## config.mk

```make
export PLATFORM = sky130hd
export DESIGN_NAME = hw_fault_pwm_shutdown
export DESIGN_NICKNAME = d
export VERILOG_FILES = /design/src/include/fault_pkg.sv /design/src/hw/hw_fault_pwm_shutdown.sv
export SDC_FILE = /design/constraint.sdc
export NUM_CORES = 1
export LEC_CHECK = 0
export ABC_AREA = 1
export BUFFER_PORTS_ARGS = -buffer_cell sky130_fd_sc_hd__buf_2
export CORE_ASPECT_RATIO = 0.8
export CORE_MARGIN = 3
export CORE_UTILIZATION = 29
export DETAILED_ROUTE_END_ITERATION = 10
export GPL_TIMING_DRIVEN = 0
export MAX_ROUTING_LAYER = met4
export PLACE_DENSITY = 0.56
export SLEW_MARGIN = 20
export SYNTH_ARGS = -nofsm -noshare
export SYNTH_HDL_FRONTEND = slang
export SYNTH_SLANG_ARGS = --single-unit
```

## constraint.sdc

```tcl
create_clock -name ref_clk_i -period 1.15 [get_ports ref_clk_i]
set_input_delay 0.0575 -clock ref_clk_i [delete_from_list [all_inputs] [get_ports ref_clk_i]]
set_output_delay 0.0575 -clock ref_clk_i [all_outputs]
set_load 0.005 [all_outputs]
```

## src/include/fault_pkg.sv

```systemverilog
// Constants and carriers for the hardware fault shutdown path
package fault_pkg;

  // Geometry
  localparam int NUM_STAGES  = 6;  // Stages 1A 1B 2A 2B 3A 4A
  localparam int NUM_RAILS   = 4;
  localparam int RAIL_W      = 2;
  localparam int PHASE_CNT_W = 3;

  // Clock rate
  localparam int CLK_MHZ = 200;

  // Latency limits in their own units
  localparam int EXT_FAULT_BASE_US = 15;  // Pin fault to output off
  localparam int RAIL_OFF_BASE_US  = 10;  // Comparator fault to whole rail off
  localparam int PER_PHASE_US      = 3;   // Added per configured phase
  localparam int CMP_MAX_SW_CYCLES = 4;   // Comparator trip to first output off

  // Longest times in whole cycles, microseconds times CLK_MHZ
  localparam int EXT_FAULT_BASE_CYC = EXT_FAULT_BASE_US * CLK_MHZ;
  localparam int RAIL_OFF_BASE_CYC  = RAIL_OFF_BASE_US * CLK_MHZ;
  localparam int PER_PHASE_CYC      = PER_PHASE_US * CLK_MHZ;

  // Reset values
  localparam logic [NUM_STAGES-1:0] STAGES_CLEAR = 6'h00;
  localparam logic [NUM_RAILS-1:0]  RAILS_CLEAR  = 4'h0;
  localparam logic [2:0]            SYNC_CLEAR   = 3'h0;
  localparam logic [2:0]            SYNC_HIGH    = 3'h7;

  // Stage to rail assignment
  typedef logic [NUM_STAGES-1:0][RAIL_W-1:0] rail_map_type;

  // Three flip-flop synchroniser with its agreed value
  typedef struct packed {
    logic [NUM_STAGES-1:0] s1;
    logic [NUM_STAGES-1:0] s2;
    logic [NUM_STAGES-1:0] s3;
    logic [NUM_STAGES-1:0] agreed;
  } sync_vec_type;

  // Gate drive pair toward the power stages
  typedef struct packed {
    logic [NUM_STAGES-1:0] pwm_out;
    logic [NUM_STAGES-1:0] sync_rect_enable;
  } drive_type;

  // Whole state of the shutdown block
  typedef struct packed {
    sync_vec_type          ext;          // External fault pins
    sync_vec_type          cmp;          // Analog comparator trips
    logic [2:0]            rst_sync;     // Device reset pin, s1 s2 s3
    logic                  rst_agreed;   // Filtered reset pin level
    logic [NUM_STAGES-1:0] ext_latch;    // Stage held off by pin fault
    logic [NUM_STAGES-1:0] cmp_latch;    // Stage whose comparator tripped
    logic [NUM_RAILS-1:0]  rail_off;     // Rail held off by comparator fault
    drive_type             drive;        // Registered gate outputs
    logic [NUM_STAGES-1:0] stage_off;    // Registered shutdown status
  } state_type;

endpackage

```

## src/hw/hw_fault_pwm_shutdown.sv

```systemverilog
// Hardware fault shutdown path between PWM generator and gate drivers
`timescale 1ns/1ps

// Notes on behaviour
// A high external fault pin forces its PWM output off within 15 us + 3 us/phase.
// A comparator trip disables the first affected PWM output within four switch cycles.
// A comparator trip then disables every PWM and rectifier enable of that rail.
// Fault shutdown never waits on the ADC monitoring sequencer.
// External fault pins are asserted high and deasserted low.
// Each stage's current sense feeds measurement and the comparator of that stage.
// Device held in reset while the reset pin is low, released when high.
// Rectifier enable high enables the rectifier; shutdown drives it low.
// Faulted outputs stay off until fault response logic or reset re-enables the rail.
module hw_fault_pwm_shutdown (
  // Clock and reset
  input  wire logic                               ref_clk_i,
  input  wire logic                               rst_i,
  input  wire logic                               device_reset_n_i,
  // Configuration
  input  wire logic [fault_pkg::PHASE_CNT_W-1:0]  phase_count_i,
  input  wire fault_pkg::rail_map_type            stage_rail_i,
  // Fault sources, asynchronous to the clock
  input  wire logic [fault_pkg::NUM_STAGES-1:0]   ext_fault_in_i,
  input  wire logic [fault_pkg::NUM_STAGES-1:0]   cmp_trip_i,
  // Current sense samples per stage
  input  wire logic [fault_pkg::NUM_STAGES-1:0]   cs_sample_i,
  // Re-enable requests from fault response logic, one bit per rail
  input  wire logic [fault_pkg::NUM_RAILS-1:0]    rail_reenable_i,
  // Raw drive from the PWM generator
  input  wire fault_pkg::drive_type               drive_in_i,
  // Gated drive toward the power stages
  output fault_pkg::drive_type                    drive_o,
  // Status
  output logic [fault_pkg::NUM_STAGES-1:0]        stage_off_o,
  output logic [fault_pkg::NUM_RAILS-1:0]         rail_off_o,
  output logic [fault_pkg::NUM_STAGES-1:0]        cs_meas_o,
  output logic [fault_pkg::NUM_STAGES-1:0]        cs_cmp_o,
  output logic                                    core_reset_o
);

  fault_pkg::state_type state_reg;
  fault_pkg::state_type state_next;

  // Combinational masks built from registered state and same-clock inputs
  logic [fault_pkg::NUM_STAGES-1:0] active_mask;  // Stages inside the phase count
  logic [fault_pkg::NUM_STAGES-1:0] reen_mask;    // Stages of rails being re-enabled
  logic [fault_pkg::NUM_RAILS-1:0]  trip_rails;   // Rails with an agreed comparator trip
  logic [fault_pkg::NUM_STAGES-1:0] rail_mask;    // Stages of rails held or going off
  logic [fault_pkg::NUM_STAGES-1:0] off_mask;     // Stages forced off on the next edge

  // Stages of one rail, used for both shutdown and re-enable
  function automatic logic [fault_pkg::NUM_STAGES-1:0] rail_stages(
    input fault_pkg::rail_map_type         map,
    input logic [fault_pkg::RAIL_W-1:0]    rail
  );
    logic [fault_pkg::NUM_STAGES-1:0] mask;
    mask = fault_pkg::STAGES_CLEAR;
    for (int s = 0; s < fault_pkg::NUM_STAGES; s++) begin
      mask[s] = (map[s] == rail);
    end
    return mask;
  endfunction

  // Stages beyond the configured phase count are never driven
  function automatic logic [fault_pkg::NUM_STAGES-1:0] active_stages(
    input logic [fault_pkg::PHASE_CNT_W-1:0] count
  );
    logic [fault_pkg::NUM_STAGES-1:0] mask;
    mask = fault_pkg::STAGES_CLEAR;
    for (int s = 0; s < fault_pkg::NUM_STAGES; s++) begin
      mask[s] = (s < int'(count));
    end
    return mask;
  endfunction

  // Stages of every rail set in a rail vector
  function automatic logic [fault_pkg::NUM_STAGES-1:0] stages_of_rails(
    input fault_pkg::rail_map_type         map,
    input logic [fault_pkg::NUM_RAILS-1:0] rails
  );
    logic [fault_pkg::NUM_STAGES-1:0] mask;
    mask = fault_pkg::STAGES_CLEAR;
    for (int r = 0; r < fault_pkg::NUM_RAILS; r++) begin
      if (rails[r]) begin
        mask = mask | rail_stages(map, fault_pkg::RAIL_W'(r));
      end
    end
    return mask;
  endfunction

  // Rails that hold at least one stage set in a stage vector
  function automatic logic [fault_pkg::NUM_RAILS-1:0] rails_of_stages(
    input fault_pkg::rail_map_type          map,
    input logic [fault_pkg::NUM_STAGES-1:0] stages
  );
    logic [fault_pkg::NUM_RAILS-1:0] rails;
    rails = fault_pkg::RAILS_CLEAR;
    for (int s = 0; s < fault_pkg::NUM_STAGES; s++) begin
      if (stages[s]) begin
        rails[map[s]] = 1'b1;
      end
    end
    return rails;
  endfunction

  // Agreed level of a synchronised vector: a bit moves once s2 and s3 match
  function automatic logic [fault_pkg::NUM_STAGES-1:0] sync_agree(
    input logic [fault_pkg::NUM_STAGES-1:0] s2,
    input logic [fault_pkg::NUM_STAGES-1:0] s3,
    input logic [fault_pkg::NUM_STAGES-1:0] agreed
  );
    logic [fault_pkg::NUM_STAGES-1:0] result;
    result = agreed;
    for (int s = 0; s < fault_pkg::NUM_STAGES; s++) begin
      if (s2[s] == s3[s]) begin
        result[s] = s3[s];
      end
    end
    return result;
  endfunction

  // Reset value of the whole state; the reset pin filter idles high like its pull-up
  function automatic fault_pkg::state_type reset_state();
    fault_pkg::state_type st;
    st.ext        = '0;
    st.cmp        = '0;
    st.rst_sync   = fault_pkg::SYNC_HIGH;
    st.rst_agreed = 1'b1;
    st.ext_latch  = fault_pkg::STAGES_CLEAR;
    st.cmp_latch  = fault_pkg::STAGES_CLEAR;
    st.rail_off   = fault_pkg::RAILS_CLEAR;
    st.drive      = '0;
    st.stage_off  = fault_pkg::STAGES_CLEAR;
    return st;
  endfunction

  // Current sense goes to measurement and to the same-numbered comparator
  for (genvar g = 0; g < fault_pkg::NUM_STAGES; g++) begin : g_cs_route
    assign cs_meas_o[g] = cs_sample_i[g];
    assign cs_cmp_o[g]  = cs_sample_i[g];
  end

  // Masks for gating; unconfigured stages are always off
  assign active_mask = active_stages(phase_count_i);
  assign reen_mask   = stages_of_rails(stage_rail_i, rail_reenable_i);
  assign trip_rails  = rails_of_stages(stage_rail_i, state_reg.cmp.agreed);
  assign rail_mask   = stages_of_rails(stage_rail_i, state_reg.rail_off | trip_rails);
  // A fresh agreed fault gates the drive on the same edge that latches it
  assign off_mask    = state_reg.ext_latch | state_reg.ext.agreed
                     | state_reg.cmp_latch | state_reg.cmp.agreed
                     | rail_mask | ~active_mask;

  // Timing of the shutdown path, in clock edges after a fault input changes:
  //   1-3  the level walks through the three synchroniser flops
  //   4    s2 and s3 agree and the agreed level updates
  //   5    the gated drive register turns the stage off
  // A comparator trip takes its whole rail down on the same edge, and the rail
  // latch sets on that same edge. At 5 ns a clock this is tens of nanoseconds,
  // far inside the microsecond shutdown limits for any phase count.
  // A pulse shorter than one clock never makes s2 and s3 agree and is dropped.
  // Next state of the whole block; nothing from the monitoring sequencer enters
  always_comb begin
    logic in_reset;
    in_reset   = 1'b0;
    state_next = state_reg;

    // Pin fault synchroniser: three flops, a change counts once s2 and s3 agree
    state_next.ext.s1     = ext_fault_in_i;
    state_next.ext.s2     = state_reg.ext.s1;
    state_next.ext.s3     = state_reg.ext.s2;
    state_next.ext.agreed = sync_agree(state_reg.ext.s2, state_reg.ext.s3,
                                       state_reg.ext.agreed);

    // Comparator trips pass the same filter
    state_next.cmp.s1     = cmp_trip_i;
    state_next.cmp.s2     = state_reg.cmp.s1;
    state_next.cmp.s3     = state_reg.cmp.s2;
    state_next.cmp.agreed = sync_agree(state_reg.cmp.s2, state_reg.cmp.s3,
                                       state_reg.cmp.agreed);

    // Reset pin filter; only the second flop feeds the third
    state_next.rst_sync = {state_reg.rst_sync[1:0], device_reset_n_i};
    if (state_reg.rst_sync[1] == state_reg.rst_sync[2]) begin
      state_next.rst_agreed = state_reg.rst_sync[2];
    end
    in_reset = !state_reg.rst_agreed;

    // Stage latches: a fault still agreed wins over a re-enable of its rail
    state_next.ext_latch = (state_reg.ext_latch & ~reen_mask) | state_reg.ext.agreed;
    state_next.cmp_latch = (state_reg.cmp_latch & ~reen_mask) | state_reg.cmp.agreed;

    // Rail latch: set by a trip of any of its stages, set wins over re-enable
    state_next.rail_off  = (state_reg.rail_off & ~rail_reenable_i) | trip_rails;

    // Registered gate drive and status
    state_next.stage_off              = off_mask;
    state_next.drive.pwm_out          = drive_in_i.pwm_out & ~off_mask;
    state_next.drive.sync_rect_enable = drive_in_i.sync_rect_enable & ~off_mask;

    // Filtered reset pin low clears everything behind the synchronisers
    if (in_reset) begin
      state_next.ext_latch = fault_pkg::STAGES_CLEAR;
      state_next.cmp_latch = fault_pkg::STAGES_CLEAR;
      state_next.rail_off  = fault_pkg::RAILS_CLEAR;
      state_next.drive     = '0;
      state_next.stage_off = fault_pkg::STAGES_CLEAR;
    end
  end

  // State register with synchronous reset
  always_ff @(posedge ref_clk_i) begin
    if (rst_i) begin
      state_reg <= reset_state();
    end else begin
      state_reg <= state_next;
    end
  end

  // Outputs straight from flip-flops
  assign drive_o      = state_reg.drive;
  assign stage_off_o  = state_reg.stage_off;
  assign rail_off_o   = state_reg.rail_off;
  assign core_reset_o = !state_reg.rst_agreed;

endmodule

```

# Yosys cells after proc, flatten, opt, wreduce, memory -nomap -nowiden
# Cells that the tools add are included.
[totals] wordCells=145 n_memories=0 inputBits=52 latch_bits=0 romBits=0 output_inout_bits=35 ramBits=0 regBits=86
[op_classes] reduce_logical=14 n_eq_ne=31 add_sub_neg=0 n_lt_le_gt_ge=18 n_bitwise=30 shifts=0 n_mul=0 n_mux=26 div_mod_pow=0
[ops] operator="6-bit OR" n=13
[ops] operator="6-bit two-way mux" n=8
[ops] operator="4-bit OR" n=7
[ops] operator="6-bit bitwise AND" n=4
[ops] operator="2-bit equality test (second input constant)" n=12
[ops] operator="4-bit two-way mux" n=6
[ops] operator="2-bit by 3-bit less-than comparator with 1-bit output (second input constant)" n=6
[ops] operator="6-bit NOT" n=3
[ops] operator="1-bit equality test" n=13
[ops] operator="1-bit demux with 2-bit select" n=6
[ops] operator="2-bit by 1-bit equality test with 1-bit output (second input constant)" n=6
[ops] operator="2-bit by 1-bit >= comparator with 1-bit output (second input constant)" n=6
[ops] operator="2-bit zero test" n=6
[ops] operator="1-bit logical AND" n=6
[ops] operator="1-bit by 3-bit less-than comparator with 1-bit output (first input constant)" n=2
[ops] operator="2-bit by 3-bit less-than comparator with 1-bit output (first input constant)" n=2
[ops] operator="3-bit less-than comparator (first input constant)" n=2
[ops] operator="1-bit two-way mux" n=6
[ops] operator="4-bit bitwise AND" n=1
[ops] operator="4-bit NOT" n=1
[ops] operator="2-bit OR reduction" n=1
[ops] operator="1-bit zero test" n=1
[ops] operator="1-bit NOT" n=1

# Logic depth before layout (Yosys ltp)
[logic_depth] word_depth=27 depth_mapped=10

# Least setup slack after synthesis
# OpenSTA, ideal clock, no wires.
[synth_timing] path_type="register to register" startpoint="register state_reg[40] (netlist name)" endpoint="register state_reg (netlist bit stage_off_o[4])" setup_ns=0.126 path_slack_ns=-0.088 synth_period_minus_slack_ns=1.238 n_path_buf=1 required_time_ns=1.024 t_arrival_ns=1.112 stages_incl_launch_ff=10 path_cell_list="dfxtp_1 buf_2 nand3_1 nand2_1 nor2_1 nand3_2 nand2_1 nand3_2 nor2_2 nor2_2"
[synth_between] elab_chain_len=17
[synth_rtl] element="start: declaration" line_no="hw_fault_pwm_shutdown.sv:41" rtl="fault_pkg::state_type state_reg;"
[synth_rtl] element="start signal: assignment" line_no="hw_fault_pwm_shutdown.sv:213" rtl="state_reg <= reset_state();"
[synth_rtl] element="start signal: assignment" line_no="hw_fault_pwm_shutdown.sv:215" rtl="state_reg <= state_next;"
[synth_rtl] element="4-bit two-way mux *" line_no="hw_fault_pwm_shutdown.sv:99" rtl="if (stages[s]) begin"
[synth_rtl] element="4-bit OR (no line)"
[synth_rtl] element="4-bit two-way mux *" line_no="hw_fault_pwm_shutdown.sv:99"
[synth_rtl] element="4-bit OR (no line)"
[synth_rtl] element="4-bit two-way mux *" line_no="hw_fault_pwm_shutdown.sv:99"
[synth_rtl] element="4-bit OR (no line)"
[synth_rtl] element="4-bit two-way mux *" line_no="hw_fault_pwm_shutdown.sv:99"
[synth_rtl] element="4-bit OR *" line_no="hw_fault_pwm_shutdown.sv:147" rtl="assign rail_mask = stages_of_rails(stage_rail_i, state_reg.rail_off | trip_rails);"
[synth_rtl] element="6-bit two-way mux" line_no="hw_fault_pwm_shutdown.sv:84" rtl="if (rails[r]) begin"
[synth_rtl] element="6-bit OR" line_no="hw_fault_pwm_shutdown.sv:85" rtl="mask = mask | rail_stages(map, fault_pkg::RAIL_W'(r));"
[synth_rtl] element="6-bit two-way mux" line_no="hw_fault_pwm_shutdown.sv:84"
[synth_rtl] element="6-bit OR" line_no="hw_fault_pwm_shutdown.sv:85"
[synth_rtl] element="6-bit two-way mux" line_no="hw_fault_pwm_shutdown.sv:84"
[synth_rtl] element="6-bit OR" line_no="hw_fault_pwm_shutdown.sv:85"
[synth_rtl] element="6-bit two-way mux *" line_no="hw_fault_pwm_shutdown.sv:84"
[synth_rtl] element="6-bit OR * (2 in a row)" line_no="hw_fault_pwm_shutdown.sv:151" rtl="| rail_mask | ~active_mask;"
# Mark *: on every way between the ends. The rest lies on a longest branch, timed or not.
# A chain may end at the register's enable or synchronous reset.

# Worst setup path in the final report
[layout_timing] startpoint="register state_reg[42] (netlist name)" endpoint="register state_reg (netlist bit stage_off_o[0])"
[layout_between] elab_chain_len=13
[layout_rtl] element="4-bit two-way mux *" line_no="hw_fault_pwm_shutdown.sv:99"
[layout_rtl] element="4-bit OR (no line)"
[layout_rtl] element="4-bit two-way mux *" line_no="hw_fault_pwm_shutdown.sv:99"
[layout_rtl] element="4-bit OR *" line_no="hw_fault_pwm_shutdown.sv:147"
[layout_rtl] element="6-bit two-way mux" line_no="hw_fault_pwm_shutdown.sv:84"
[layout_rtl] element="6-bit OR" line_no="hw_fault_pwm_shutdown.sv:85"
[layout_rtl] element="6-bit two-way mux" line_no="hw_fault_pwm_shutdown.sv:84"
[layout_rtl] element="6-bit OR" line_no="hw_fault_pwm_shutdown.sv:85"
[layout_rtl] element="6-bit two-way mux" line_no="hw_fault_pwm_shutdown.sv:84"
[layout_rtl] element="6-bit OR" line_no="hw_fault_pwm_shutdown.sv:85"
[layout_rtl] element="6-bit two-way mux *" line_no="hw_fault_pwm_shutdown.sv:84"
[layout_rtl] element="6-bit OR * (2 in a row)" line_no="hw_fault_pwm_shutdown.sv:151"
# Marks and branches as above.

==> metrics.md <==
| Metric | Value |
|---|---|
| Total track usage | 13.9% |
| Syn-to-layout area delta | 43.4% |
| Worst Setup End Kind | register |
| Avg Cell Area, Syn | 7.49 um2 |
| Drt wl/cell | roughly 12 um |
| Total CTS buffers | 9 |
| Remaining Overflow, GRT | 0 |
| Critical Path RT | 1380 ps |
| IO Pins | 87 |
| YS warnings | 0 |
| PortBufs | 79 |
| Post-placement cell area | roughly 4400 um2 |
| Syn nets | roughly 550 |
| Setup TNS | -2340 ps |
| Tmin final | about 1300 ps |
| Largest net degree at the start of global routing | 17 |
| Starting Density | 30.2% |
| Die area | 14300 um2 |
| FP Rows | 36 |
| DR vias | 3341 |
| Synth unique cells | 25 |
| Reg2Reg Depth | 8 |
| Longest Clk Path Bufs | 2 |
| Reported net switching power | 0.00165 W |
| Endpoints failing setup | 19 |
| VDD IR max | 0.794 mV |
| Core ar. | about 12000 um2 |
| Number of synthesized flops with an enable pin | 0 |
| Synth area leaders | dfxtp_1, nand2_1, inv_1, buf_4, nor2_1 |
| Area occupied by multi-input gates | 1710 um2 |
| Post-detailed-route count of antenna-violating nets | 0 |
| Yosys reg bits | 86 |
| Clock power frac | a little under half |
| Clk slew on worst S/H paths | 70 ps |
| Static leakage | 2.58 nW |
| Synth top area share | 46.0% |
| Register Area | 1750 um2 |
| CTS tree | yes |
| Chip width | about 130 um |
| RSZ-0062 raised after global routing | yes |
| Netlist Area Pre-Place | ~3700 um2 |
| Maxcap violations | 0 |
| Status | finished, violations left |
| Root buffer cell | clkbuf_16 |
| Worst Setup Slack, final | -176 ps |
| Most frequent cells after synthesis | dfxtp_1, nand2_1, inv_1 |
| Vias in the first global route | 3251 |
| Fmax | 754 MHz |
| Number of DRC markers in iteration 0 | 242 |
| Worst EP arrival | 1560 ps |
| Skew-Pair Late Insertion Delay | 340 ps |
| Final Max Slew Viols | 0 |
| Combinational share of power | 9.8% |
| Share of cells above drive strength 1 | 38.3% |
| N_diodes | 0 |
| Critical-path maximum fanout | 7 |
| Gate Count Post-Synth | 500 |
| Drc violations | 0 |
| Fraction of the yosys area taken by sequential cells | 46.0% |
| Detailed Routing Iterations Pass 1 | 4 |
| Power density cells | 1340 nW/um2 |
| Fillcell total | 1238 |
| Top FF cell, synth | dfxtp_1 |
| Area leader, netlist | dfxtp_1 |
| Tcrit/Tclk final | 115% |
| Sequential power share | 42.9% |
| Worst hold stages | 4 |
| Worst relative slew slack | between 60 and 70% |
| Total power | 0.00720 W |
| Crit start category | register |
| Final GP Congestion | 0.851 |
| Sw frac | 22.9% |
| P_int | 0.00555 W |
| Worst Max-Slew Pin Slew | 513 ps |
| Die Ht | around 110 um |
| Count leader, synth | dfxtp_1 |
| Initial antenna violation count | 0 |
| Number of failing hold endpoints at the final stage | 0 |
| Final Cell Area | 5370 um2 |
| Global-route wire length before repair | 15200 um |
| CTS H-tree depth | 3 |
| Final clock skew | 5.75 ps |
| Worst hold path class | in -> reg |
| Number of flip-flops in the largest register | 38 |
| Placed cell count | between 700 and 800 |
| Post-route insts no fill | between 700 and 800 |
| Post-layout net count | 674 |
| Failing checks | setup timing |
| Clk sinks | 86 |
| Async SR Flop Fraction | 0% |
| Detailed Route WL | 9290 um |
| Dpl hpwl | 6950 um |
| Critical path class | reg -> reg |
| Vias per inst | approximately 4.2 |
-- power by group through the flow --
stage	sequential [W]	combinational (W)	clock [W]
6_report	0.00308	0.000705	0.00341
3_3_place_gp	0.00316	0.000565	0
3_5_place_dp	0.00317	0.000579	0
2_1_floorplan	0.00316	0.000339	0
5_1_grt	0.00309	0.000791	0.00361
4_1_cts	0.00309	0.000674	0.00352
-- cell families after synthesis --
kind of cell    Yosys count  share of synthesized area, %
buf+inv                 134                          16.9
compound gates           59                          9.29
flops                    86                          46.0
simple gates            221                          27.8
-- placed cells by master (no fill, tap or decap), types with 2 or more instances in the layout --
cell / n
nor3_2: 11
nand3_4: 12
o21ai_0: 7
a211oi_1: 15
inv_6: 2
nor2_1: 57
clkbuf_1: 6
nor2_2: 7
nand2_2: 29
buf_4: 42
dfxtp_1: 79
nor3_1: 5
buf_2: 79
or2_2: 6
nor4_4: 2
nand2_4: 4
inv_2: 7
dlygate4sd3_1: 25
bufinv_16: 3
clkbuf_16: 9
o211ai_1: 5
nand3_2: 6
inv_1: 83
o22ai_1: 2
nor2_4: 6
dfxtp_4: 6
a21oi_1: 28
nand3_1: 6
nand2_1: 67
-- path summary, 6_finish.rpt --
| path | startpoint | to | slack, ps |
|---|---|---|---|
| worst max register to register | state_reg[42] | stage_off_o[0] | -180 |
| worst max-delay path | state_reg[42] | stage_off_o[0] | -180 |
| worst min register to register | state_next[77] | state_next[71] | 400 |
| worst min-delay path | rail_reenable_i[3] | rail_off_o[3] | 10 |
-- per-stage QoR --
step	hold WS, ps	utilization [%]	setup slack, ps
floorplan	161	-	-43.9
CTS	4.68	42.0	-143
finish	15.0	43.4	-176
global route	51.3	43.4	-250
global placement	243	35.3	-288
detailed placement	248	35.3	-341
-- final cells by class --
| type | instances | area share [%] |
|---|---|---|
| well taps | 171 | 3.98 |
| plain buffers | 43 | 5.68 |
| inverters | 90 | 6.29 |
| repair buffers | 112 | 13.2 |
| flip-flops and latches | 86 | 32.5 |
| clock inverters | 7 | 2.35 |
| multi-input cells | 280 | 31.8 |
| clock buffers | 9 | 4.19 |
-- layer usage --
layer	GRT usage, %	up-vias	part of all wire [%]
li1	-	1760	-
met1	16.8	1465	46
met2	21.5	101	46
met3	4.53	15	6.8
met4	5.56	0	1.5
met5	-	-	0
-- timing repair --
item,in CTS,in global routing
hold endpoints to repair,25,0
setup buffers,5,3
pin swaps,19,11
hold buffers,25,0
setup endpoints to repair,30,24
gates resized for setup,50,37
gates cloned,0,0
-- critical path, stage by stage, from the launching register on --
cell and delay, ps:
dfxtp_4 380, nand3_1 100, nand2_2 80, nor2_4 140, nand3_4 140, nand2_2 110
nand3_4 90, nor2_2 110, nor2_1 40
Note: power is estimated with default switching activity, not from simulation.
